===== config.mk =====
export PLATFORM = sky130hd
export DESIGN_NAME = fups_host
export DESIGN_NICKNAME = d
export VERILOG_FILES = /design/src/fups_pkg.sv /design/src/fups_timer.sv /design/src/fups_host.sv
export SDC_FILE = /design/constraint.sdc
export NUM_CORES = 1
export LEC_CHECK = 0
export BUFFER_PORTS_ARGS = -buffer_cell sky130_fd_sc_hd__buf_2
export CAP_MARGIN = 20
export CORE_MARGIN = 2
export CORE_UTILIZATION = 60
export DETAILED_ROUTE_END_ITERATION = 7
export PLACE_DENSITY_LB_ADDON = 0.3
export SYNTH_ARGS = -nofsm -noshare
export SYNTH_HDL_FRONTEND = slang
export SYNTH_HIERARCHICAL = 1
export SYNTH_SLANG_ARGS = --single-unit

===== constraint.sdc =====
create_clock -name clk -period 4.5 [get_ports clk]
set_clock_uncertainty 0.15 [all_clocks]
set_input_delay 0.225 -clock clk [delete_from_list [all_inputs] [get_ports clk]]
set_output_delay 0.225 -clock clk [all_outputs]
set_load 0.01 [all_outputs]

===== src/fups_pkg.sv =====
// Constants, encodings and state codes for the flash user-program sequencer host
package fups_pkg;

  // ----------------------------------------------------------------
  // Timing
  // ----------------------------------------------------------------
  localparam int CLK_PERIOD_NS = 10;
  localparam int ERASE_MIN_MS = 10;
  // Least time, so round up to whole cycles
  localparam int ERASE_MIN_CYCLES = (ERASE_MIN_MS * 1000000 + CLK_PERIOD_NS - 1) / CLK_PERIOD_NS;
  localparam int NOP_MIN_CYCLES = 1;
  localparam int TMR_W = 21;

  // ----------------------------------------------------------------
  // Flash organisation
  // ----------------------------------------------------------------
  localparam int SECTOR_COUNT = 384;
  localparam int SECTOR_BYTES = 128;
  localparam int SECTOR_SHIFT = 7;

  // ----------------------------------------------------------------
  // Device register addresses and values
  // ----------------------------------------------------------------
  localparam logic [7:0] DEV_SECTOR_HIGH_ADDR = 8'hf6;
  localparam logic [7:0] DEV_SECTOR_LOW_ADDR = 8'hf7;
  localparam logic [7:0] DEV_UNLOCK_KEY_ADDR = 8'hf8;
  localparam logic [7:0] DEV_OP_CONTROL_ADDR_DFLT = 8'hf9;
  localparam logic [7:0] DEV_IRQ_MASK_ADDR_DFLT = 8'hfb;
  localparam logic [7:0] UNLOCK_KEY_ON = 8'ha5;
  localparam logic [7:0] UNLOCK_KEY_OFF = 8'h00;
  localparam logic [7:0] IRQ_MASK_ALL_OFF = 8'h00;
  localparam logic [3:0] MODE_PROGRAM = 4'h5;
  localparam logic [3:0] MODE_ERASE = 4'ha;
  localparam logic [3:0] MODE_HARD_LOCK = 4'h6;
  localparam logic [7:0] ERASE_FAIL_MASK = 8'h08;
  localparam logic [3:0] START_NIBBLE = 4'h1;

  // ----------------------------------------------------------------
  // Host register map (3-bit offsets)
  // ----------------------------------------------------------------
  localparam logic [2:0] REG_CMD = 3'h0;
  localparam logic [2:0] REG_ADDR_LO = 3'h1;
  localparam logic [2:0] REG_ADDR_HI = 3'h2;
  localparam logic [2:0] REG_DATA = 3'h3;
  localparam logic [2:0] REG_STATUS = 3'h4;
  localparam logic [2:0] REG_READ_DATA = 3'h5;
  localparam int CMD_IRQ_ABORT_BIT = 2;
  localparam int CMD_GO_BIT = 7;
  localparam logic [1:0] OP_ERASE = 2'h0;
  localparam logic [1:0] OP_PROGRAM = 2'h1;
  localparam logic [1:0] OP_HARD_LOCK = 2'h2;
  localparam logic [1:0] OP_READ = 2'h3;

  // ----------------------------------------------------------------
  // Sequencer states
  // ----------------------------------------------------------------
  typedef enum logic [13:0] {
    ST_IDLE       = 14'h0001,
    ST_MASK       = 14'h0002,
    ST_KEY_ON     = 14'h0004,
    ST_SEC_HI     = 14'h0008,
    ST_SEC_LO     = 14'h0010,
    ST_CTRL       = 14'h0020,
    ST_STORE      = 14'h0040,
    ST_NOP_WAIT   = 14'h0080,
    ST_KEY_OFF    = 14'h0100,
    ST_ERASE_WAIT = 14'h0200,
    ST_STAT_RD    = 14'h0400,
    ST_LOAD       = 14'h0800,
    ST_RD_WAIT    = 14'h1000,
    ST_CAPTURE    = 14'h2000
  } fups_state_t;

  // Control byte: mode in the upper nibble, start bit set
  function automatic logic [7:0] fups_ctrl_byte(input logic [3:0] mode);
    fups_ctrl_byte = {mode, START_NIBBLE};
  endfunction : fups_ctrl_byte

  function automatic logic [3:0] fups_op_mode(input logic [1:0] op);
    case (op)
      OP_ERASE: fups_op_mode = MODE_ERASE;
      OP_PROGRAM: fups_op_mode = MODE_PROGRAM;
      default: fups_op_mode = MODE_HARD_LOCK;
    endcase
  endfunction : fups_op_mode

endpackage : fups_pkg


===== src/fups_timer.sv =====
// Down-counting wait timer for the sequencer
`timescale 1ns/1ps
module fups_timer #(
  parameter int W = 21
) (
  // Clock and reset
  input wire logic clk,
  input wire logic reset,
  // Load and status
  input wire logic load,
  input wire logic [W-1:0] load_val,
  output logic expired
);

  typedef struct packed {
    logic [W-1:0] count;
  } fups_tmr_t;

  fups_tmr_t q, d;

  // Count down to zero and hold there
  always_comb begin
    d = q;
    if (load) begin
      d.count = load_val;
    end else if (q.count != '0) begin
      d.count = q.count - W'(1);
    end
  end

  always_ff @(posedge clk) begin
    if (reset) begin
      q <= '0;
    end else begin
      q <= d;
    end
  end

  assign expired = (q.count == '0);

endmodule : fups_timer


===== src/fups_host.sv =====
// Host sequencer that drives the flash user-program unit through its registers
`timescale 1ns/1ps
// How it works
// - Software erases a sector before programming bytes into it.
// - After erase start, wait at least 10 ms before touching the sector.
// - Erase start writes 0xa1 to the control register after key and sector.
// - Unlock key 0xa5 is written before any erase, program or lock.
// - Key register is written to zero after each such operation.
// - Erase result is read from control bit 3; a failure is retried.
// - Without abort permission, interrupt mask is cleared before erasing.
// - Sector registers get the destination byte's sector base before programming.
// - Program arming writes 0x51 to the control register before the store.
// - Byte store carries a 16-bit address and one data byte.
// - Hard lock sequence: key on, write 0x61, key off.
// - At least one idle cycle between trigger and key-off write.
module fups_host
  import fups_pkg::*;
#(
  parameter int ERASE_WAIT_CYCLES = fups_pkg::ERASE_MIN_CYCLES,
  parameter int NOP_CYCLES = fups_pkg::NOP_MIN_CYCLES,
  parameter logic [3:0] MAX_RETRIES = 4'h3,
  parameter logic [7:0] DEV_OP_CONTROL_ADDR = fups_pkg::DEV_OP_CONTROL_ADDR_DFLT,
  parameter logic [7:0] DEV_IRQ_MASK_ADDR = fups_pkg::DEV_IRQ_MASK_ADDR_DFLT
) (
  // Clock and reset
  input wire logic clk,
  input wire logic reset,
  // Software register port
  input wire logic [2:0] sw_addr,
  input wire logic [7:0] sw_wdata,
  input wire logic sw_wr,
  input wire logic sw_rd,
  output logic [7:0] sw_rdata,
  // Device register access
  output logic [7:0] dev_addr,
  output logic [7:0] dev_wdata,
  output logic dev_wr,
  output logic dev_rd,
  input wire logic [7:0] dev_rdata,
  // Program-memory load and store
  output logic [15:0] pm_addr,
  output logic [7:0] pm_wdata,
  output logic pm_store,
  output logic pm_load,
  input wire logic [7:0] pm_rdata,
  // Status
  output logic busy
);

  typedef struct packed {
    fups_state_t state;
    logic [1:0] op;
    logic irq_abort;
    logic [15:0] addr;
    logic [7:0] data;
    logic [7:0] read_data;
    logic done;
    logic fail;
    logic locked;
    logic [3:0] retries;
    logic [7:0] sw_rdata;
    logic [7:0] dev_addr;
    logic [7:0] dev_wdata;
    logic dev_wr;
    logic dev_rd;
    logic [15:0] pm_addr;
    logic [7:0] pm_wdata;
    logic pm_store;
    logic pm_load;
    logic tmr_load;
    logic [TMR_W-1:0] tmr_val;
    logic busy;
  } fups_regs_t;

  fups_regs_t q, d;
  logic tmr_expired;
  logic wait_over;

  // ----------------------------------------------------------------
  // Wait timer, shared by the trigger gap and the erase wait
  // ----------------------------------------------------------------
  fups_timer #(
    .W(TMR_W)
  ) u_timer (
    .clk(clk),
    .reset(reset),
    .load(q.tmr_load),
    .load_val(q.tmr_val),
    .expired(tmr_expired)
  );

  // Load pulse still pending means the count has not started yet
  assign wait_over = tmr_expired && !q.tmr_load;

  // ----------------------------------------------------------------
  // Sequencer and software registers
  // ----------------------------------------------------------------
  always_comb begin
    d = q;
    d.dev_wr = 1'b0;
    d.dev_rd = 1'b0;
    d.pm_store = 1'b0;
    d.pm_load = 1'b0;
    d.tmr_load = 1'b0;
    d.sw_rdata = 8'h00;
    // Software reads, answered in the next cycle only
    if (sw_rd) begin
      case (sw_addr)
        REG_CMD: d.sw_rdata = {5'h00, q.irq_abort, q.op};
        REG_ADDR_LO: d.sw_rdata = q.addr[7:0];
        REG_ADDR_HI: d.sw_rdata = q.addr[15:8];
        REG_DATA: d.sw_rdata = q.data;
        REG_STATUS: d.sw_rdata = {q.retries, q.locked, q.fail, q.done, q.state != ST_IDLE};
        REG_READ_DATA: d.sw_rdata = q.read_data;
        default: d.sw_rdata = 8'h00;
      endcase
    end
    case (q.state)
      ST_IDLE: begin
        // Setup writes are taken only while idle so a running sequence stays stable
        if (sw_wr) begin
          case (sw_addr)
            REG_ADDR_LO: d.addr[7:0] = sw_wdata;
            REG_ADDR_HI: d.addr[15:8] = sw_wdata;
            REG_DATA: d.data = sw_wdata;
            REG_CMD: begin
              d.op = sw_wdata[1:0];
              d.irq_abort = sw_wdata[CMD_IRQ_ABORT_BIT];
              if (sw_wdata[CMD_GO_BIT]) begin
                d.done = 1'b0;
                d.fail = 1'b0;
                d.retries = 4'h0;
                case (sw_wdata[1:0])
                  OP_READ: d.state = ST_LOAD;
                  OP_ERASE: d.state = sw_wdata[CMD_IRQ_ABORT_BIT] ? ST_KEY_ON : ST_MASK;
                  default: d.state = ST_KEY_ON;
                endcase
              end
            end
            default: d = d;
          endcase
        end
      end
      ST_MASK: begin
        // Keep interrupts from cutting the erase short
        d.dev_wr = 1'b1;
        d.dev_addr = DEV_IRQ_MASK_ADDR;
        d.dev_wdata = IRQ_MASK_ALL_OFF;
        d.state = ST_KEY_ON;
      end
      ST_KEY_ON: begin
        d.dev_wr = 1'b1;
        d.dev_addr = DEV_UNLOCK_KEY_ADDR;
        d.dev_wdata = UNLOCK_KEY_ON;
        d.state = (q.op == OP_HARD_LOCK) ? ST_CTRL : ST_SEC_HI;
      end
      ST_SEC_HI: begin
        d.dev_wr = 1'b1;
        d.dev_addr = DEV_SECTOR_HIGH_ADDR;
        d.dev_wdata = q.addr[15:8];
        d.state = ST_SEC_LO;
      end
      ST_SEC_LO: begin
        // Low seven bits are don't-care, sent as zero
        d.dev_wr = 1'b1;
        d.dev_addr = DEV_SECTOR_LOW_ADDR;
        d.dev_wdata = {q.addr[SECTOR_SHIFT], 7'h00};
        d.state = ST_CTRL;
      end
      ST_CTRL: begin
        d.dev_wr = 1'b1;
        d.dev_addr = DEV_OP_CONTROL_ADDR;
        d.dev_wdata = fups_ctrl_byte(fups_op_mode(q.op));
        if (q.op == OP_PROGRAM) begin
          d.state = ST_STORE;
        end else begin
          d.tmr_load = 1'b1;
          d.tmr_val = TMR_W'(NOP_CYCLES);
          d.state = ST_NOP_WAIT;
        end
      end
      ST_STORE: begin
        // One byte per store, no bursts
        d.pm_store = 1'b1;
        d.pm_addr = q.addr;
        // Store can only clear bits, so the caller erases the sector first
        d.pm_wdata = q.data;
        d.tmr_load = 1'b1;
        d.tmr_val = TMR_W'(NOP_CYCLES);
        d.state = ST_NOP_WAIT;
      end
      ST_NOP_WAIT: begin
        if (wait_over) begin
          d.state = ST_KEY_OFF;
        end
      end
      ST_KEY_OFF: begin
        d.dev_wr = 1'b1;
        d.dev_addr = DEV_UNLOCK_KEY_ADDR;
        d.dev_wdata = UNLOCK_KEY_OFF;
        if (q.op == OP_ERASE) begin
          d.tmr_load = 1'b1;
          d.tmr_val = TMR_W'(ERASE_WAIT_CYCLES);
          d.state = ST_ERASE_WAIT;
        end else begin
          // Device rejects silently when locked, so the host only records the attempt
          d.locked = q.locked | (q.op == OP_HARD_LOCK);
          d.done = 1'b1;
          d.state = ST_IDLE;
        end
      end
      ST_ERASE_WAIT: begin
        if (wait_over) begin
          d.state = ST_STAT_RD;
        end
      end
      ST_STAT_RD: begin
        d.dev_rd = 1'b1;
        d.dev_addr = DEV_OP_CONTROL_ADDR;
        d.state = ST_RD_WAIT;
      end
      ST_LOAD: begin
        d.pm_load = 1'b1;
        d.pm_addr = q.addr;
        d.state = ST_RD_WAIT;
      end
      ST_RD_WAIT: begin
        d.state = ST_CAPTURE;
      end
      ST_CAPTURE: begin
        if (q.op == OP_READ) begin
          d.read_data = pm_rdata;
          d.done = 1'b1;
          d.state = ST_IDLE;
        end else if (((dev_rdata & ERASE_FAIL_MASK) != 8'h00) && (q.retries < MAX_RETRIES)) begin
          d.retries = q.retries + 4'h1;
          d.state = ST_KEY_ON;
        end else begin
          d.fail = (dev_rdata & ERASE_FAIL_MASK) != 8'h00;
          d.done = 1'b1;
          d.state = ST_IDLE;
        end
      end
      default: d.state = ST_IDLE;
    endcase
    // Busy kept in a flop so the pin never glitches on state decode
    d.busy = (d.state != ST_IDLE);
  end

  always_ff @(posedge clk) begin
    if (reset) begin
      q <= '0;
      q.state <= ST_IDLE;
    end else begin
      q <= d;
    end
  end

  // ----------------------------------------------------------------
  // Outputs, each straight from a flip-flop
  // ----------------------------------------------------------------
  assign sw_rdata = q.sw_rdata;
  assign dev_addr = q.dev_addr;
  assign dev_wdata = q.dev_wdata;
  assign dev_wr = q.dev_wr;
  assign dev_rd = q.dev_rd;
  assign pm_addr = q.pm_addr;
  assign pm_wdata = q.pm_wdata;
  assign pm_store = q.pm_store;
  assign pm_load = q.pm_load;
  assign busy = q.busy;

  // ----------------------------------------------------------------
  // Checks
  // ----------------------------------------------------------------
  logic key_on_h;
  logic mask_off_h;
  logic [TMR_W-1:0] since_erase_h;
  logic ctrl_wr;
  assign ctrl_wr = dev_wr && (dev_addr == DEV_OP_CONTROL_ADDR);

  // Track what the device has been told, from the pins plus q.state and q.op
  always_ff @(posedge clk) begin
    if (reset) begin
      key_on_h <= 1'b0;
      mask_off_h <= 1'b0;
      since_erase_h <= '0;
    end else begin
      if (dev_wr && dev_addr == DEV_UNLOCK_KEY_ADDR) begin
        key_on_h <= (dev_wdata == UNLOCK_KEY_ON);
      end
      if (q.state == ST_IDLE) begin
        mask_off_h <= 1'b0;
      end else if (dev_wr && dev_addr == DEV_IRQ_MASK_ADDR && dev_wdata == IRQ_MASK_ALL_OFF) begin
        mask_off_h <= 1'b1;
      end
      if (ctrl_wr && q.op == OP_ERASE) begin
        since_erase_h <= '0;
      end else if (since_erase_h != '1) begin
        since_erase_h <= since_erase_h + TMR_W'(1);
      end
    end
  end

  a_ctrl_needs_key: assert property (@(posedge clk) disable iff (reset)
    ctrl_wr |-> key_on_h) else $error("control written without unlock key");
  a_store_needs_key: assert property (@(posedge clk) disable iff (reset)
    pm_store |-> key_on_h && $past(ctrl_wr)) else $error("store without unlock or arm");
  a_key_off_after: assert property (@(posedge clk) disable iff (reset)
    ctrl_wr |-> ##[2:40] (dev_wr && dev_addr == DEV_UNLOCK_KEY_ADDR && dev_wdata == UNLOCK_KEY_OFF))
    else $error("unlock key not cleared after trigger");
  a_nop_gap: assert property (@(posedge clk) disable iff (reset)
    (dev_wr && dev_addr == DEV_UNLOCK_KEY_ADDR && dev_wdata == UNLOCK_KEY_OFF)
    |-> !$past(ctrl_wr) && !$past(pm_store)) else $error("no gap before key clear");
  a_ctrl_value: assert property (@(posedge clk) disable iff (reset)
    ctrl_wr |-> dev_wdata == ((q.op == OP_ERASE) ? 8'ha1 : (q.op == OP_PROGRAM) ? 8'h51 : 8'h61))
    else $error("wrong control byte");
  a_sector_base: assert property (@(posedge clk) disable iff (reset)
    (dev_wr && dev_addr == DEV_SECTOR_LOW_ADDR) |-> dev_wdata == {q.addr[7], 7'h00}
    && $past(dev_wr) && $past(dev_wdata) == q.addr[15:8]) else $error("wrong sector base");
  a_store_addr: assert property (@(posedge clk) disable iff (reset)
    pm_store |-> pm_addr == q.addr && pm_wdata == q.data) else $error("wrong store target");
  a_erase_wait: assert property (@(posedge clk) disable iff (reset)
    (dev_rd && q.op == OP_ERASE) |-> since_erase_h >= TMR_W'(ERASE_WAIT_CYCLES))
    else $error("erase sector touched too early");
  a_retry_on_fail: assert property (@(posedge clk) disable iff (reset)
    (q.state == ST_CAPTURE && q.op == OP_ERASE && dev_rdata[3] && q.retries < MAX_RETRIES)
    |=> ##1 (dev_wr && dev_wdata == UNLOCK_KEY_ON)) else $error("failed erase not retried");
  a_mask_cleared: assert property (@(posedge clk) disable iff (reset)
    (ctrl_wr && q.op == OP_ERASE && !q.irq_abort) |-> mask_off_h)
    else $error("erase started with interrupts unmasked");

  c_erase_done: cover property (@(posedge clk) disable iff (reset)
    q.state == ST_CAPTURE && q.op == OP_ERASE && !dev_rdata[3]);
  c_erase_retry: cover property (@(posedge clk) disable iff (reset)
    q.state == ST_CAPTURE && q.op == OP_ERASE && dev_rdata[3]);
  c_program: cover property (@(posedge clk) disable iff (reset) pm_store);
  c_hard_lock: cover property (@(posedge clk) disable iff (reset)
    ctrl_wr && q.op == OP_HARD_LOCK);
  c_read: cover property (@(posedge clk) disable iff (reset)
    q.state == ST_CAPTURE && q.op == OP_READ);

endmodule : fups_host


; After elaboration in Yosys (flattened, before gate mapping)
; Cells that the tools add are included.
[totals]
register_bits = 152
in_bits = 31
out_inout_bits = 53
wordCells = 146
[classes]
add_sub_neg = 2
magnitude_cmp = 1
n_eq_ne = 35
mux = 48
n_bitwise = 3
n_reduce_logical = 33
[ops]
columns = operator, n
row1 = 14-bit one-hot mux with 13 select lines, 1
row2 = 131-bit 2-to-1 mux, 1
row3 = 8-bit one-hot mux with 6 select lines, 2
row4 = 22-bit one-hot mux with 4 select lines, 1
row5 = 14-bit 2-to-1 mux, 4
row6 = 8-bit 2-to-1 mux, 7
row7 = 9-bit one-hot mux with 6 select lines, 1
row8 = 22-bit 2-to-1 mux, 2
row9 = 21-bit 2-to-1 mux, 2
row10 = 16-bit one-hot mux with 2 select lines, 1
row11 = "14-bit by 1-bit inequality test with 1-bit output, second input constant", 2
row12 = 12-bit one-hot mux with 2 select lines, 1
row13 = 21-bit logical NOT, 1
row14 = 21-bit nonzero test, 1
row15 = "21-bit by 1-bit subtractor with 21-bit output, second input constant", 1
row16 = 9-bit one-hot mux with 2 select lines, 1
row17 = 3-bit AND reduction, 6
row18 = 6-bit AND reduction, 3
row19 = 17-bit 2-to-1 mux, 1
row20 = 4-bit 2-to-1 mux, 4
row21 = "2-bit inequality test, second input constant", 8
row22 = 4-bit one-hot mux with 2 select lines, 2
row23 = 8-bit one-hot mux with 2 select lines, 1
row24 = "14-bit by 1-bit equality test with 1-bit output, second input constant", 1
row25 = other kinds (41), 67

; Longest topological paths before layout
; Gate-level depths: netlist (run 1).
[depth]
word_depth = 7
mapped_depth = 8
ltp_nobuf = 8

; Hierarchy
; The synthesis (run 1) kept the hierarchy.
[by_module_without_submodules]
columns = module, instances, cells_per_inst, area_each_um2, seq_area_each_um2
row1 = fups_host, 1, 559, 5077.4, 2182.1
row2 = fups_timer, 1, 140, 1157.4, 420.4

; Worst setup path after synthesis (run 1)
; Ideal clock, no wire load.
[synth_path]
path_type = register to register
startpoint = reg q[118] in the netlist's numbering
endpoint = reg q, in the netlist dev_addr[3]
setup_time_ns = 0.079
arrival_ns = 2.129
required_time_ns = 4.271
path_slack_ns = 2.141
path_stages_with_launch = 8
path_buffers = 2
synth_period_minus_slack_ns = 2.359
path_cell_list = dfxtp_1 > buf_6 > or4_4 > buf_6 > or4_4 > and2_4 > and4_4 > a211oi_2
[synth_between]
elab_chain_len = 4
word_cells_on_any_way = 14
classes_between = 8 x eq/ne / 1 x mux / 1 x bitwise / 4 x reduce/logical
[synth_rtl]
columns = element, line
row1 = "start, declared", fups_host.sv:75  ; fups_regs_t q, d;
row2 = 14-bit by 9-bit equality test with 1-bit output (tied with other cells), fups_host.sv:118  ; case (q.state)
row3 = 2-bit OR reduction (no line), -
row4 = 5-bit nonzero test (no line), -
row5 = 2-bit AND reduction (no line), -
; Several ways; a longest one is shown, not always the timed one.
; A chain may end at the register's enable or synchronous reset.

; Worst setup path in the final report (run 1)
[layout_path]
startpoint = reg q[123] in the netlist's numbering
endpoint = reg q[82] in the netlist's numbering
[layout_between]
elab_chain_len = 3
word_cells_on_any_way = 5
classes_between = 2 x eq/ne / 1 x mux / 1 x bitwise / 1 x reduce/logical
[layout_rtl]
columns = element, line
row1 = 14-bit by 1-bit equality test with 1-bit output, fups_host.sv:118
row2 = 1-bit NOT (no line), -
row3 = 3-bit AND reduction (no line), -
; Several ways; a longest one is shown, not always the timed one.

==> results.md, run 1 <==
Detailed routing:
- The post-detailed-routing wire length is between 15000 and 20000 µm.
- Using the TritonRoute via totals, the vias-per-cell ratio works out to slightly below 6.
- After detailed routing, the number of remaining DRC violations is 0.
- The first TritonRoute pass finished after 5 iterations.
- Summing over every cut layer, the via total after detailed routing is around 5200.
- The count of antenna-violating nets left after detailed routing is 0.
- The detailed router's first-iteration violation count is about 370.
- Dividing the detail-routed wire length by the instance count gives 17.0 µm.

Timing:
- The slew at the pin closest to its max-slew limit is 1050 ps.
- The total negative setup slack is 0 ps.
- The total setup violations reported at the end of the flow is 0.
- Dividing the final minimum period by the clock period gives 77.9%.
- The number of pins with negative max-slew slack in the final report came to 0.
- The least setup slack across all paths after layout is 994 ps.
- For this run, the top clock speed supported by timing is around 0.29 GHz.
- The worst slew margin relative to its limit is 29.2%.
- Setup repair after global routing left no endpoint under its margin.
- The hold violation total from the final report is 0.
- The minimum clock period is 3510 ps.

Clock network:
- The total clock buffers created by CTS is 17.
- The CTS root buffer is sky130_fd_sc_hd__clkbuf_8.
- The post-cts gate resize count is 0.
- The largest buffer count on any clock path is 2.
- The TritonCTS sink count is 130.
- The latest clock arrival within the worst-skew pair is 530 ps.
- CTS built an H-tree with a depth of 4.
- The TritonCTS clock tree is yes.
- Clock-pin slew was measured on the worst setup and hold paths at around 60 ps.

Floorplan:
- The initial cell density of the core is approximately 60%.
- The floorplan step defined a die boundary enclosing roughly 11000 µm².
- The die height is around 110 µm.
- The cell row count is 37.
- In this run the horizontal extent of the chip is 106 µm.
- The core area is 10200 µm².
- The top-level I/O count is 84.

Global route:
- The number of global-route vias before repair is 4911.
- Entering global routing, the biggest net connects 59 pins.
- The number of antenna violations at the first check in global routing is 0.
- For this run, the total global-route usage over all layers was measured as 27.4%.
- The wire length of the first global-routing pass is 24000 µm.
- The remaining global-route overflow is 0.

Place:
- The quantity of I/O buffers inserted on ports is 76.
- The global placement routability congestion is about 0.97.
- OpenSTA, run right after detailed placement, puts the worst setup slack at 1590 ps.
- The HPWL reported at the end of detailed placement is around 10000 µm.

Layout:
- Of the cells placed in the final design, the portion with a size suffix greater than 1 is 17.5%.
- The antenna diode instance count is 0.
- The final layout contains 781 nets.
- Counting the fill cells in the layout gives 834.
- The area growth from synthesis to layout is 14.0%.

Setup path:
- The classification of the worst setup path is flop to flop.
- STA puts the critical path data arrival time at 3770 ps.
- Along the worst path, the maximum fanout reaches 9.
- The endpoint kind of the worst setup timing path is a flop.
- For the worst setup path, the data required time is 4770 ps.
- The kind of launch point of the worst setup path is a flop.

Yosys:
- The cell area after synthesis is 6230 µm².
- Synthesis inferred 130 register bits.
- sky130_fd_sc_hd__dfxtp_1 takes more of the synthesized area than any other cell.
- The post-synthesis sequential area ratio is 41.7%.
- Synthesis handed over a netlist of 699 instances.
- The number of synthesized flops with an enable pin is 0.
- The async set-or-reset flop fraction in the synthesized netlist is 0%.
- Sorting the synthesized cells by area gives the leading types as sky130_fd_sc_hd__dfxtp_1 (42%), sky130_fd_sc_hd__mux2i_1 (10%), sky130_fd_sc_hd__buf_4 (5.9%).
- In the synthesized netlist the dominant register cell turns out to be sky130_fd_sc_hd__dfxtp_1.
- The yosys synthesis warning count is 6.
- After synthesis, the largest area contributor takes up a little over two fifths of total cell area.
- The distinct cell type count of the synthesized netlist is 69.
- After synthesis, the mean cell area works out to between 8 and 9 µm².

Power:
- The areal power density over the cells is 485 nW/µm².
- Summed over all cells, the static leakage comes to 3.01 nW.
- The total power of the final layout is 0.00344 W.
- The worst vdd rail ir drop is 0.326 mV.

Job:
- The reported max-cap violation count is 0.

Outcome:
- The flow ran to the end, and the final reports show no timing, DRC or antenna violations.

Worst hold path:
- The type of the most critical hold path is input port to flop.
path summary, 6_finish.rpt:
kind,from,to,slack [ps],cells after the start
worst max-delay path,q[123],q[82],990,6
worst min-delay path,sw_addr[2],sw_rdata[0],40,3
worst max register to register,q[123],q[82],990,6
worst min register to register,dev_addr[0],dev_addr[0],300,2
worst max-delay path, cell delays in order, from the launching register on:
cell	delay, ps
sky130_fd_sc_hd__dfxtp_1	400
sky130_fd_sc_hd__or4_1	690
sky130_fd_sc_hd__nor4_1	600
sky130_fd_sc_hd__nand3_1	570
sky130_fd_sc_hd__mux2i_1	350
sky130_fd_sc_hd__nor2_1	60
sky130_fd_sc_hd__dlygate4sd3_1	570
power breakdown:
part / internal [W] / switching [W] / total [W]
logic: 0.000335 / 0.000415 / 0.000750
clock network: 0.000858 / 0.000494 / 0.00135
registers: 0.00125 / 0.0000936 / 0.00134
total: 0.00244 / 0.00100 / 0.00344
cell type report:
cell class              instances  area (µm²)  share of cell area [%]
well taps                     136         170                    2.39
clock buffers                  23         447                    6.29
repair buffers                102         628                    8.84
flip-flops and latches        130        2600                    36.6
clock inverters                 9         130                    1.83
inverters                      10        37.5                   0.528
multi-input cells             484        3090                    43.5
layer usage:
metal  vias up  routed length (µm)  GRT usage, %
met5         -                   0             0
met4         0                 287          11.7
met3        25                 808          6.68
met2       186                7700          46.8
met1      2515                6400          32.8
li1       2512                   -             -
repair_timing:
item,in CTS,in global routing
hold buffers,20,0
setup buffers,0,0
hold endpoints to repair,48,0
setup endpoints to repair,0,0
registers in the layout (all words and copies together) (netlist names):
signal,flops
dev_wr,1
dev_rd,1
u_timer/q,21
dev_addr,5
pm_load,1
dev_wdata,8
pm_store,1
sw_rdata,8
pm_addr,16
busy,1
q,59
pm_wdata,8
cells by family (layout without fill, tap and decap cells):
| kind of cell | count (synthesis) | in the layout | share of synthesized area (%) |
|---|---|---|---|
| AO/OA/AOI/OAI | 106 | 106 | 11.0 |
| XOR/XNOR | 22 | 22 | 3.09 |
| adder cells (fa/ha/maj) | 5 | 5 | 1.00 |
| buffers and inverters | 97 | 144 | 9.41 |
| flip-flops | 130 | 130 | 41.7 |
| multiplexers | 64 | 64 | 10.3 |
| other | 1 | 13 | 0.0601 |
| AND/OR/NAND/NOR | 274 | 274 | 23.4 |
cells in the mapped netlist (all sizes together), types with 10 or more instances:
library cell	n
a211oi	10
a21oi	41
buf	62
clkbuf	25
dfxtp	130
inv	10
mux2i	62
nand2	53
nand3	13
nand4	12
nor2	88
nor3	18
nor4	16
o21ai	20
or4	11
xnor2	16
through the flow:
stage / area (µm²) / utilization (%) / std cells / hold slack [ps]
floorplan: 6280 / - / 711 / 219
global placement: 6320 / 62.1 / 841 / 283
detailed placement: 6320 / 62.1 / 841 / 288
CTS: 7100 / 69.7 / 893 / 4.39
global route: 7110 / 69.8 / 894 / 61.3
finish: 7110 / 69.8 / 894 / 37.9
layout by cell type, fill, tap and decap left out, types with 4 or more instances in the layout:
| cell | instances |
|---|---|
| sky130_fd_sc_hd__a2bb2oi_1 | 4 |
| sky130_fd_sc_hd__nor2b_1 | 5 |
| sky130_fd_sc_hd__conb_1 | 13 |
| sky130_fd_sc_hd__a211oi_1 | 8 |
| sky130_fd_sc_hd__or3_1 | 6 |
| sky130_fd_sc_hd__nand2_1 | 52 |
| sky130_fd_sc_hd__nor4b_1 | 7 |
| sky130_fd_sc_hd__a21oi_1 | 41 |
| sky130_fd_sc_hd__buf_4 | 7 |
| sky130_fd_sc_hd__nand2b_1 | 7 |
| sky130_fd_sc_hd__nor2_1 | 87 |
| sky130_fd_sc_hd__mux2i_1 | 62 |
| sky130_fd_sc_hd__or4_4 | 4 |
| sky130_fd_sc_hd__and4_1 | 5 |
| sky130_fd_sc_hd__a22o_1 | 4 |
| sky130_fd_sc_hd__nor4_1 | 14 |
| sky130_fd_sc_hd__a221oi_1 | 8 |
| sky130_fd_sc_hd__ha_1 | 5 |
| sky130_fd_sc_hd__and3_1 | 6 |
| sky130_fd_sc_hd__o21ai_0 | 18 |
| sky130_fd_sc_hd__and2_1 | 4 |
| sky130_fd_sc_hd__nand3_1 | 13 |
| sky130_fd_sc_hd__nor3_1 | 18 |
| sky130_fd_sc_hd__xnor2_1 | 16 |
| sky130_fd_sc_hd__dlygate4sd3_1 | 20 |
| sky130_fd_sc_hd__buf_2 | 75 |
| sky130_fd_sc_hd__o2bb2ai_1 | 4 |
| sky130_fd_sc_hd__xor2_1 | 6 |
| sky130_fd_sc_hd__nand4_1 | 12 |
| sky130_fd_sc_hd__clkbuf_16 | 16 |
| sky130_fd_sc_hd__inv_1 | 10 |
| sky130_fd_sc_hd__nor3b_1 | 4 |
| sky130_fd_sc_hd__or4_1 | 7 |
| sky130_fd_sc_hd__dfxtp_1 | 130 |
| sky130_fd_sc_hd__clkbuf_1 | 5 |
No activity file was read; power rests on OpenSTA's default activity.
==> run 2, diff against run 1 <==
--- a/config.mk
+++ b/config.mk
@@ -8,7 +8,7 @@
 export BUFFER_PORTS_ARGS = -buffer_cell sky130_fd_sc_hd__buf_2
 export CAP_MARGIN = 20
 export CORE_MARGIN = 2
-export CORE_UTILIZATION = 60
+export CORE_UTILIZATION = 58
 export DETAILED_ROUTE_END_ITERATION = 7
 export PLACE_DENSITY_LB_ADDON = 0.3
 export SYNTH_ARGS = -nofsm -noshare
==> constraint.sdc (replaced) <==
create_clock -name clk -period 3.27 [get_ports clk]
set_clock_uncertainty 0.15 [all_clocks]
set_input_delay 0.1635 -clock clk [delete_from_list [all_inputs] [get_ports clk]]
set_output_delay 0.1635 -clock clk [all_outputs]
set_load 0.01 [all_outputs]
==> run 2 against run 1 <==
Global-route usage increased by 0.12 points. Routed wire length grew 1.7%. Setup slack got worse by 290 ps. Sequential share of layout area decreased by 0.51 points. Critical endpoint is now dev_wdata[3]. Largest cell class unchanged.
==> results.md, run 2 (synthesis gave the netlist of run 1 again) <==
Outcome:
- The run finished with clean final reports.

Timing:
- The hold violation total from the final report is 0 (unchanged).
- The fmax was 0.389 GHz (+36%).
- The total negative setup slack came to 0 ps (unchanged).
- The minimum clock period is 2570 ps (-937 ps).
- The least setup slack across all paths after layout came to 701 ps (-293 ps).
- The total setup violations reported at the end of the flow was 0 (unchanged).
- The part of the cycle the worst path needs was 78.6% (+0.65 points).
- The slew at the pin closest to its max-slew limit came to 995 ps (-57.5 ps).
- The worst slew margin relative to its limit is 33.1% (+3.9 points).
- Setup repair after global routing left no endpoint under its margin.
- The number of pins with negative max-slew slack in the final report is 0 (unchanged).

Place:
- The HPWL reported at the end of detailed placement is 10200 µm (+0.97%).
- The global placement routability congestion is 0.955 (-1.6%).
- The worst slack after detailed placement is 802 ps (-791 ps).
- The quantity of I/O buffers inserted on ports is 76 (unchanged).

Detailed routing:
- The count of antenna-violating nets left after detailed routing is 0 (unchanged).
- The number of iterations in the first detailed-routing pass is 5 (unchanged).
- The detailed router's first-iteration violation count was 364 (-0.55%).
- The detailed-route via count is 5320 (+1.6%).
- The detailed-route vias per instance came to 5.89 (+0.55%).
- The final routed wire length divided by cell count came to 17.1 µm (+0.69%).
- The post-detailed-routing wire length is 15500 µm (+1.7%).
- The detailed-route DRC error count was 0 (unchanged).

Floorplan:
- The top-level I/O count came to 84 (unchanged).
- The die width is 108 µm (+1.6%).
- The initial cell density of the core came to 60.1% (-1.1 points).
- The core area is 10400 µm² (+1.8%).
- The die height is 108 µm (+1.6%).
- The cell row count is 37 (unchanged).
- The area enclosed by the die boundary is 11600 µm² (+3.3%).

Layout:
- The most common library cell in the layout ignoring fill and taps is sky130_fd_sc_hd__dfxtp_1.
- Compared with the post-synthesis result, the final layout area differs by 15.6%.
- The number of nets in the layout was 790 (+1.2%).
- The number of flip-flops under the largest register name is 59 (unchanged).
- In the layout the commonest cells are sky130_fd_sc_hd__dfxtp_1 (130), sky130_fd_sc_hd__nor2_1 (87), sky130_fd_sc_hd__buf_2 (76).
- The share of post-route cells with drive strength above 1 came to 18.8% (+1.2 points).
- More flip-flops sit in one register than any other, and that register is q.
- The antenna diode instance count is 0 (unchanged).

Worst hold path:
- The worst hold path endpoint is q[114].
- The type of the most critical hold path is input port to flop.
- The worst hold path depth is 4 (+1).
- The startpoint of the worst hold path is sw_wr.

Setup path:
- The worst stage delay on the critical path is 860 ps (+170 ps).
- The classification of the worst setup path is flop to flop.
- STA classifies the critical path endpoint as a flop.
- The slowest stage of the critical path is the sky130_fd_sc_hd__nor4_1 cell.
- The endpoint of the worst-slack reg-to-reg timing path is dev_wdata[3].
- The data required time of the worst path was 3590 ps (-1180 ps).
- The depth of the worst register-to-register path is 6 (unchanged).
- The arrival time of the worst setup path is 2890 ps (-880 ps).
- Walking the worst path, the cells encountered are nor4_2 -> buf_4 -> and3_1 -> o21a_1 -> nor4_1 -> a22o_1.
- The worst setup slack for register-to-register paths is 700 ps (-290 ps).
- The largest fanout on the critical path is 9 (unchanged).
- The worst setup path is launched from a flop.
- The worst register-to-register path begins at q[123].

Clock network:
- The largest buffer count on any clock path is 2 (unchanged).
- The TritonCTS sink count was 130 (unchanged).
- The post-cts gate resize count came to 0 (unchanged).
- The latest clock arrival within the worst-skew pair is 530 ps (about the same).
- The buffer count from post-CTS setup fixing is 0 (unchanged).
- The CTS root buffer is sky130_fd_sc_hd__clkbuf_8.
- The TritonCTS clock tree is yes.
- The clock transition time at the flip-flop clock pins of the worst setup and hold paths came to 60 ps (about the same).
- The total clock buffers created by CTS is 17 (unchanged).
- The maximum level of the CTS H-tree is 4 (unchanged).

Global route:
- The number of antenna violations at the first check in global routing came to 0 (unchanged).
- The remaining global-route overflow is 0 (unchanged).
- The wire length of the first global-routing pass was 24800 µm (+3.2%).
- The global routing usage summed across all routing layers came to 27.5% (+0.12 points).
- The number of global-route vias before repair is 5016 (+2.1%).
- The maximum number of pins on one net before global-route repair is 81 (+37%).

Power:
- The areal power density over the cells is 670 nW/µm² (+38%).
- The reported leakage power was 3.06 nW (+1.7%).
- The worst vdd rail ir drop is 0.463 mV (+42%).

Job:
- The reported max-cap violation count is 0 (unchanged).
-- run 2: cell types whose count changed in the layout (fill, tap and decap cells not counted) --
| cell | delta |
|---|---|
| sky130_fd_sc_hd__clkinv_2 | -2 |
| sky130_fd_sc_hd__clkbuf_1 | -4 |
| sky130_fd_sc_hd__clkinv_4 | +3 |
| sky130_fd_sc_hd__buf_4 | +6 |
| sky130_fd_sc_hd__inv_6 | +2 |
| sky130_fd_sc_hd__dlygate4sd3_1 | +2 |
| sky130_fd_sc_hd__inv_8 | +1 |
| sky130_fd_sc_hd__buf_2 | +1 |
-- run 2: final cells by class --
| class | count | area (µm²) |
|---|---|---|
| fillers | 797 | 3160 |
| multi-input cells | 484 | 3090 |
| flip-flops and latches | 130 | 2600 |
| repair buffers | 111 | 698 |
| clock buffers | 19 | 432 |
| clock inverters | 13 | 175 |
| well taps | 136 | 170 |
| inverters | 10 | 37.5 |
-- run 2: worst max-delay path, delay by kind of cell (launching register included) --
kind,cells,cell delay [ps]
buffers and inverters,1,180
AOI/OAI and AO/OA,2,500
and+or+nand+nor,3,1160
DFF,1,520
-- run 2: per-stage QoR --
stage               util, %  power, W  hold WS [ps]  cell area (µm²)  cells
floorplan                 -   0.00269           157             6280    711
global placement       61.5   0.00280           245             6380    849
detailed placement     61.5   0.00285           258             6380    849
CTS                    69.5   0.00482          6.71             7210    903
global route           69.5   0.00504          47.8             7210    903
finish                 69.5   0.00483          38.1             7210    903
-- run 2: how the worst max path moves through the flow --
stage | slack (ps) | from | end | cells past startpoint
after floorplan | 910 | q[118] | dev_addr[3] | 7
after global placement | 830 | q[123] | dev_wdata[3] | 6
after detailed placement | 800 | q[123] | dev_wdata[3] | 6
after CTS | 710 | q[123] | dev_wdata[3] | 6
after global routing | 600 | q[123] | dev_wdata[3] | 6
final | 700 | q[123] | dev_wdata[3] | 6
-- run 2: routing by layer --
metal,share of wire (%),vias to the layer above,GRT usage [%]
met5,0,-,0
met4,2.5,0,12.2
met3,6.4,39,7.75
met2,50,219,45.6
met1,41,2517,33.1
li1,-,2545,-
-- run 2: where the power goes --
part	total, W	internal [W]	switching (W)
registers	0.00185	0.00172	0.000129
logic	0.00105	0.000465	0.000582
clock network	0.00193	0.00120	0.000736
-- run 2: timing repair --
| action | CTS | global route |
|---|---|---|
| hold buffers | 22 | 0 |
| hold endpoints to repair | 56 | 0 |
| setup endpoints to repair | 0 | 0 |
==> run 3, diff against run 2 <==
==> constraint.sdc (replaced) <==
create_clock -name clk -period 2.7 [get_ports clk]
set_clock_uncertainty 0.15 [all_clocks]
set_input_delay 0.135 -clock clk [delete_from_list [all_inputs] [get_ports clk]]
set_output_delay 0.135 -clock clk [all_outputs]
set_load 0.01 [all_outputs]
==> run 3 against run 2 <==
Setup slack got worse by 520 ps. Routed wire length up 3.9%. Flip-flop and latch count did not move. Cell area increased by 1.5%. Utilization increased by 1.0 points. Combinational power increased by 19%. Critical path depth increased by 2. Clock power grew 17%. Clock-buffer cell count unchanged. Critical path type unchanged. Largest cell class unchanged.
==> results.md, run 3 (synthesis gave the netlist of run 1 again) <==
Job:
- The reported max-cap violation count is 0 (unchanged).

Clock network:
- The post-cts gate resize count is 0 (unchanged).
- The buffer count from post-CTS setup fixing is 0 (unchanged).
- The clock transition time at the flip-flop clock pins of the worst setup and hold paths is 60 ps (about the same).
- The largest buffer count on any clock path is 2 (unchanged).
- The TritonCTS sink count was 130 (unchanged).
- The maximum level of the CTS H-tree came to 4 (unchanged).
- The latest clock arrival within the worst-skew pair was 540 ps (about the same).
- TritonCTS built the clock tree.
- The number of buffers inserted by hold repair at cts is 24 (+9.1%).
- The CTS root buffer is sky130_fd_sc_hd__clkbuf_8.
- The total clock buffers created by CTS came to 17 (unchanged).

Outcome:
- The flow ran to the end, and the final reports show no timing, DRC or antenna violations.

Floorplan:
- The cell row count is 37 (unchanged).
- The area enclosed by the die boundary is 11600 µm² (unchanged).
- The die width was 108 µm (unchanged).
- The die height is 108 µm (unchanged).
- The top-level I/O count is 84 (unchanged).
- The initial cell density of the core is 60.1% (unchanged).
- The core area is 10400 µm² (unchanged).

Place:
- The area after detailed placement is 6490 µm² (+1.8%).
- The global placement routability congestion is 0.977 (+2.3%).
- The HPWL reported at the end of detailed placement is 10500 µm (+2.9%).
- The quantity of I/O buffers inserted on ports came to 76 (unchanged).
- The worst slack after detailed placement came to 228 ps (-574 ps).

Timing:
- The worst slew margin relative to its limit was 46.3% (+13 points).
- The hold violation total from the final report is 0 (unchanged).
- The total negative setup slack was 0 ps (unchanged).
- The minimum clock period is 2520 ps (-46.1 ps).
- The total setup violations reported at the end of the flow is 0 (unchanged).
- The number of pins with negative max-slew slack in the final report is 0 (unchanged).
- The fmax is 0.396 GHz (+1.8%).
- The slew at the pin closest to its max-slew limit came to 798 ps (-197 ps).
- The part of the cycle the worst path needs is 93.4% (+15 points).
- The least setup slack across all paths after layout is 177 ps (-524 ps).
- Setup repair after global routing left no endpoint under its margin.

Worst hold path:
- The worst hold path depth is 4 (unchanged).
- The worst hold path endpoint is sw_rdata[1].
- The worst hold path belongs to the class input port to flop.
- The startpoint of the worst hold path is sw_addr[1].

Detailed routing:
- The detailed-route via count is 5412 (+1.7%).
- The count of antenna-violating nets left after detailed routing is 0 (unchanged).
- The post-detailed-routing wire length is 16100 µm (+3.9%).
- The final routed wire length divided by cell count is 17.6 µm (+2.6%).
- The detailed-route DRC error count was 0 (unchanged).
- The number of iterations in the first detailed-routing pass is 5 (unchanged).
- The detailed-route vias per instance is 5.91 (+0.40%).
- The detailed router's first-iteration violation count is 417 (+15%).

Setup path:
- The worst setup slack for register-to-register paths was 180 ps (-520 ps).
- The arrival time of the worst setup path is 2780 ps (-110 ps).
- The worst register-to-register path ends at q[88].
- The setup path with the least slack is of type flop to flop.
- The data required time of the worst path was 2960 ps (-630 ps).
- The largest fanout on the critical path is 7 (-2).
- The cell type of the slowest stage on the worst timing path is sky130_fd_sc_hd__or4_1.
- The source of the worst register-to-register timing path is q[124].
- Traced cell by cell, the critical path runs through or4_1 -> buf_4 -> nor4_1 -> buf_4 -> nand3_1 -> buf_4 -> mux2i_1 -> nor2_1.
- The cell that appears most often on the critical path is sky130_fd_sc_hd__buf_4.
- STA classifies the critical path endpoint as a flop.
- STA classifies the critical path startpoint as a flop.
- The worst stage delay on the critical path is 590 ps (-270 ps).
- The startpoint of the worst setup timing path is q[124].
- The depth of the worst register-to-register path is 8 (+2).

Layout:
- The share of post-route cells with drive strength above 1 came to 19.8% (+0.99 points).
- The final design area excluding fillers was 7310 µm² (+1.5%).
- More flip-flops sit in one register than any other, and that register is q.
- The area added between synthesis and finish is 17.3%.
- In the layout the commonest cells are sky130_fd_sc_hd__dfxtp_1 (130), sky130_fd_sc_hd__nor2_1 (87), sky130_fd_sc_hd__buf_2 (76).
- The number of flip-flops under the largest register name was 59 (unchanged).
- The antenna diode instance count came to 0 (unchanged).
- The number of nets in the layout came to 802 (+1.5%).
- The most common library cell in the layout ignoring fill and taps is sky130_fd_sc_hd__dfxtp_1.

Power:
- The reported leakage power came to 3.13 nW (+2.2%).
- The worst vdd rail ir drop is 0.512 mV (+11%).
- The areal power density over the cells is 786 nW/µm² (+17%).

Global route:
- The wire length of the first global-routing pass was 25900 µm (+4.3%).
- The global routing usage summed across all routing layers is 28.7% (+1.2 points).
- The maximum number of pins on one net before global-route repair is 76 (-6.2%).
- The number of antenna violations at the first check in global routing is 0 (unchanged).
- The remaining global-route overflow came to 0 (unchanged).
- The number of global-route vias before repair came to 5146 (+2.6%).
==> run 3: cell types whose count changed in the layout (fill, tap and decap cells not counted), sizes merged <==
cell and change:
inv +1, bufinv -1, buf +10, dlygate4sd3 +2
==> run 3: worst max-delay path by stage <==
stage | end | depth (start not counted) | slack [ps]
global route | q[88] | 7 | 60
detailed placement | dev_wdata[3] | 6 | 230
global placement | dev_wdata[3] | 6 | 280
floorplan | dev_addr[3] | 7 | 340
CTS | dev_wdata[3] | 6 | 220
finish | q[88] | 8 | 180
==> run 3: metal layers <==
metal | up-vias | GRT usage (%) | part of all wire [%]
met5 | - | 0 | 0
met4 | 0 | 14.8 | 3.6
met3 | 49 | 6.05 | 6.0
met2 | 219 | 47.9 | 50
met1 | 2584 | 34.6 | 41
li1 | 2560 | - | -
==> run 3: area by class of cell <==
class / count / area (µm²)
Inverter: 10 / 37.5
Tap cell: 136 / 170
Sequential cell: 130 / 2600
Multi-Input combinational cell: 484 / 3090
Clock inverter: 13 / 150
Fill cell: 818 / 3060
Clock buffer: 19 / 432
Timing Repair Buffer: 123 / 831
==> run 3: report_power, final <==
part	internal [W]	leakage (nW)	switching, W
registers	0.00208	1.05	0.000157
logic	0.000578	1.79	0.000672
clock network	0.00136	0.285	0.000906
total	0.00401	3.13	0.00173
==> run 3: worst max-delay path: cells and delay by family, from the launching register on <==
family                 cells  cell delay (ps)
flip-flops                 1              380
multiplexers               1              190
AND/OR/NAND/NOR            4             1070
buffers and inverters      3              620
==> run 3: metrics by stage <==
| stage | hold slack (ps) | cells | power (W) | utilization (%) |
|---|---|---|---|---|
| 6_report | 64.3 | 915 | 0.00575 | 70.5 |
| 5_1_grt | 94.2 | 915 | 0.00601 | 70.5 |
| 4_1_cts | 56.0 | 915 | 0.00574 | 70.5 |
| 3_5_place_dp | 224 | 859 | 0.00347 | 62.6 |
| 3_3_place_gp | 216 | 859 | 0.00341 | 62.6 |
| 2_1_floorplan | 129 | 711 | 0.00326 | - |
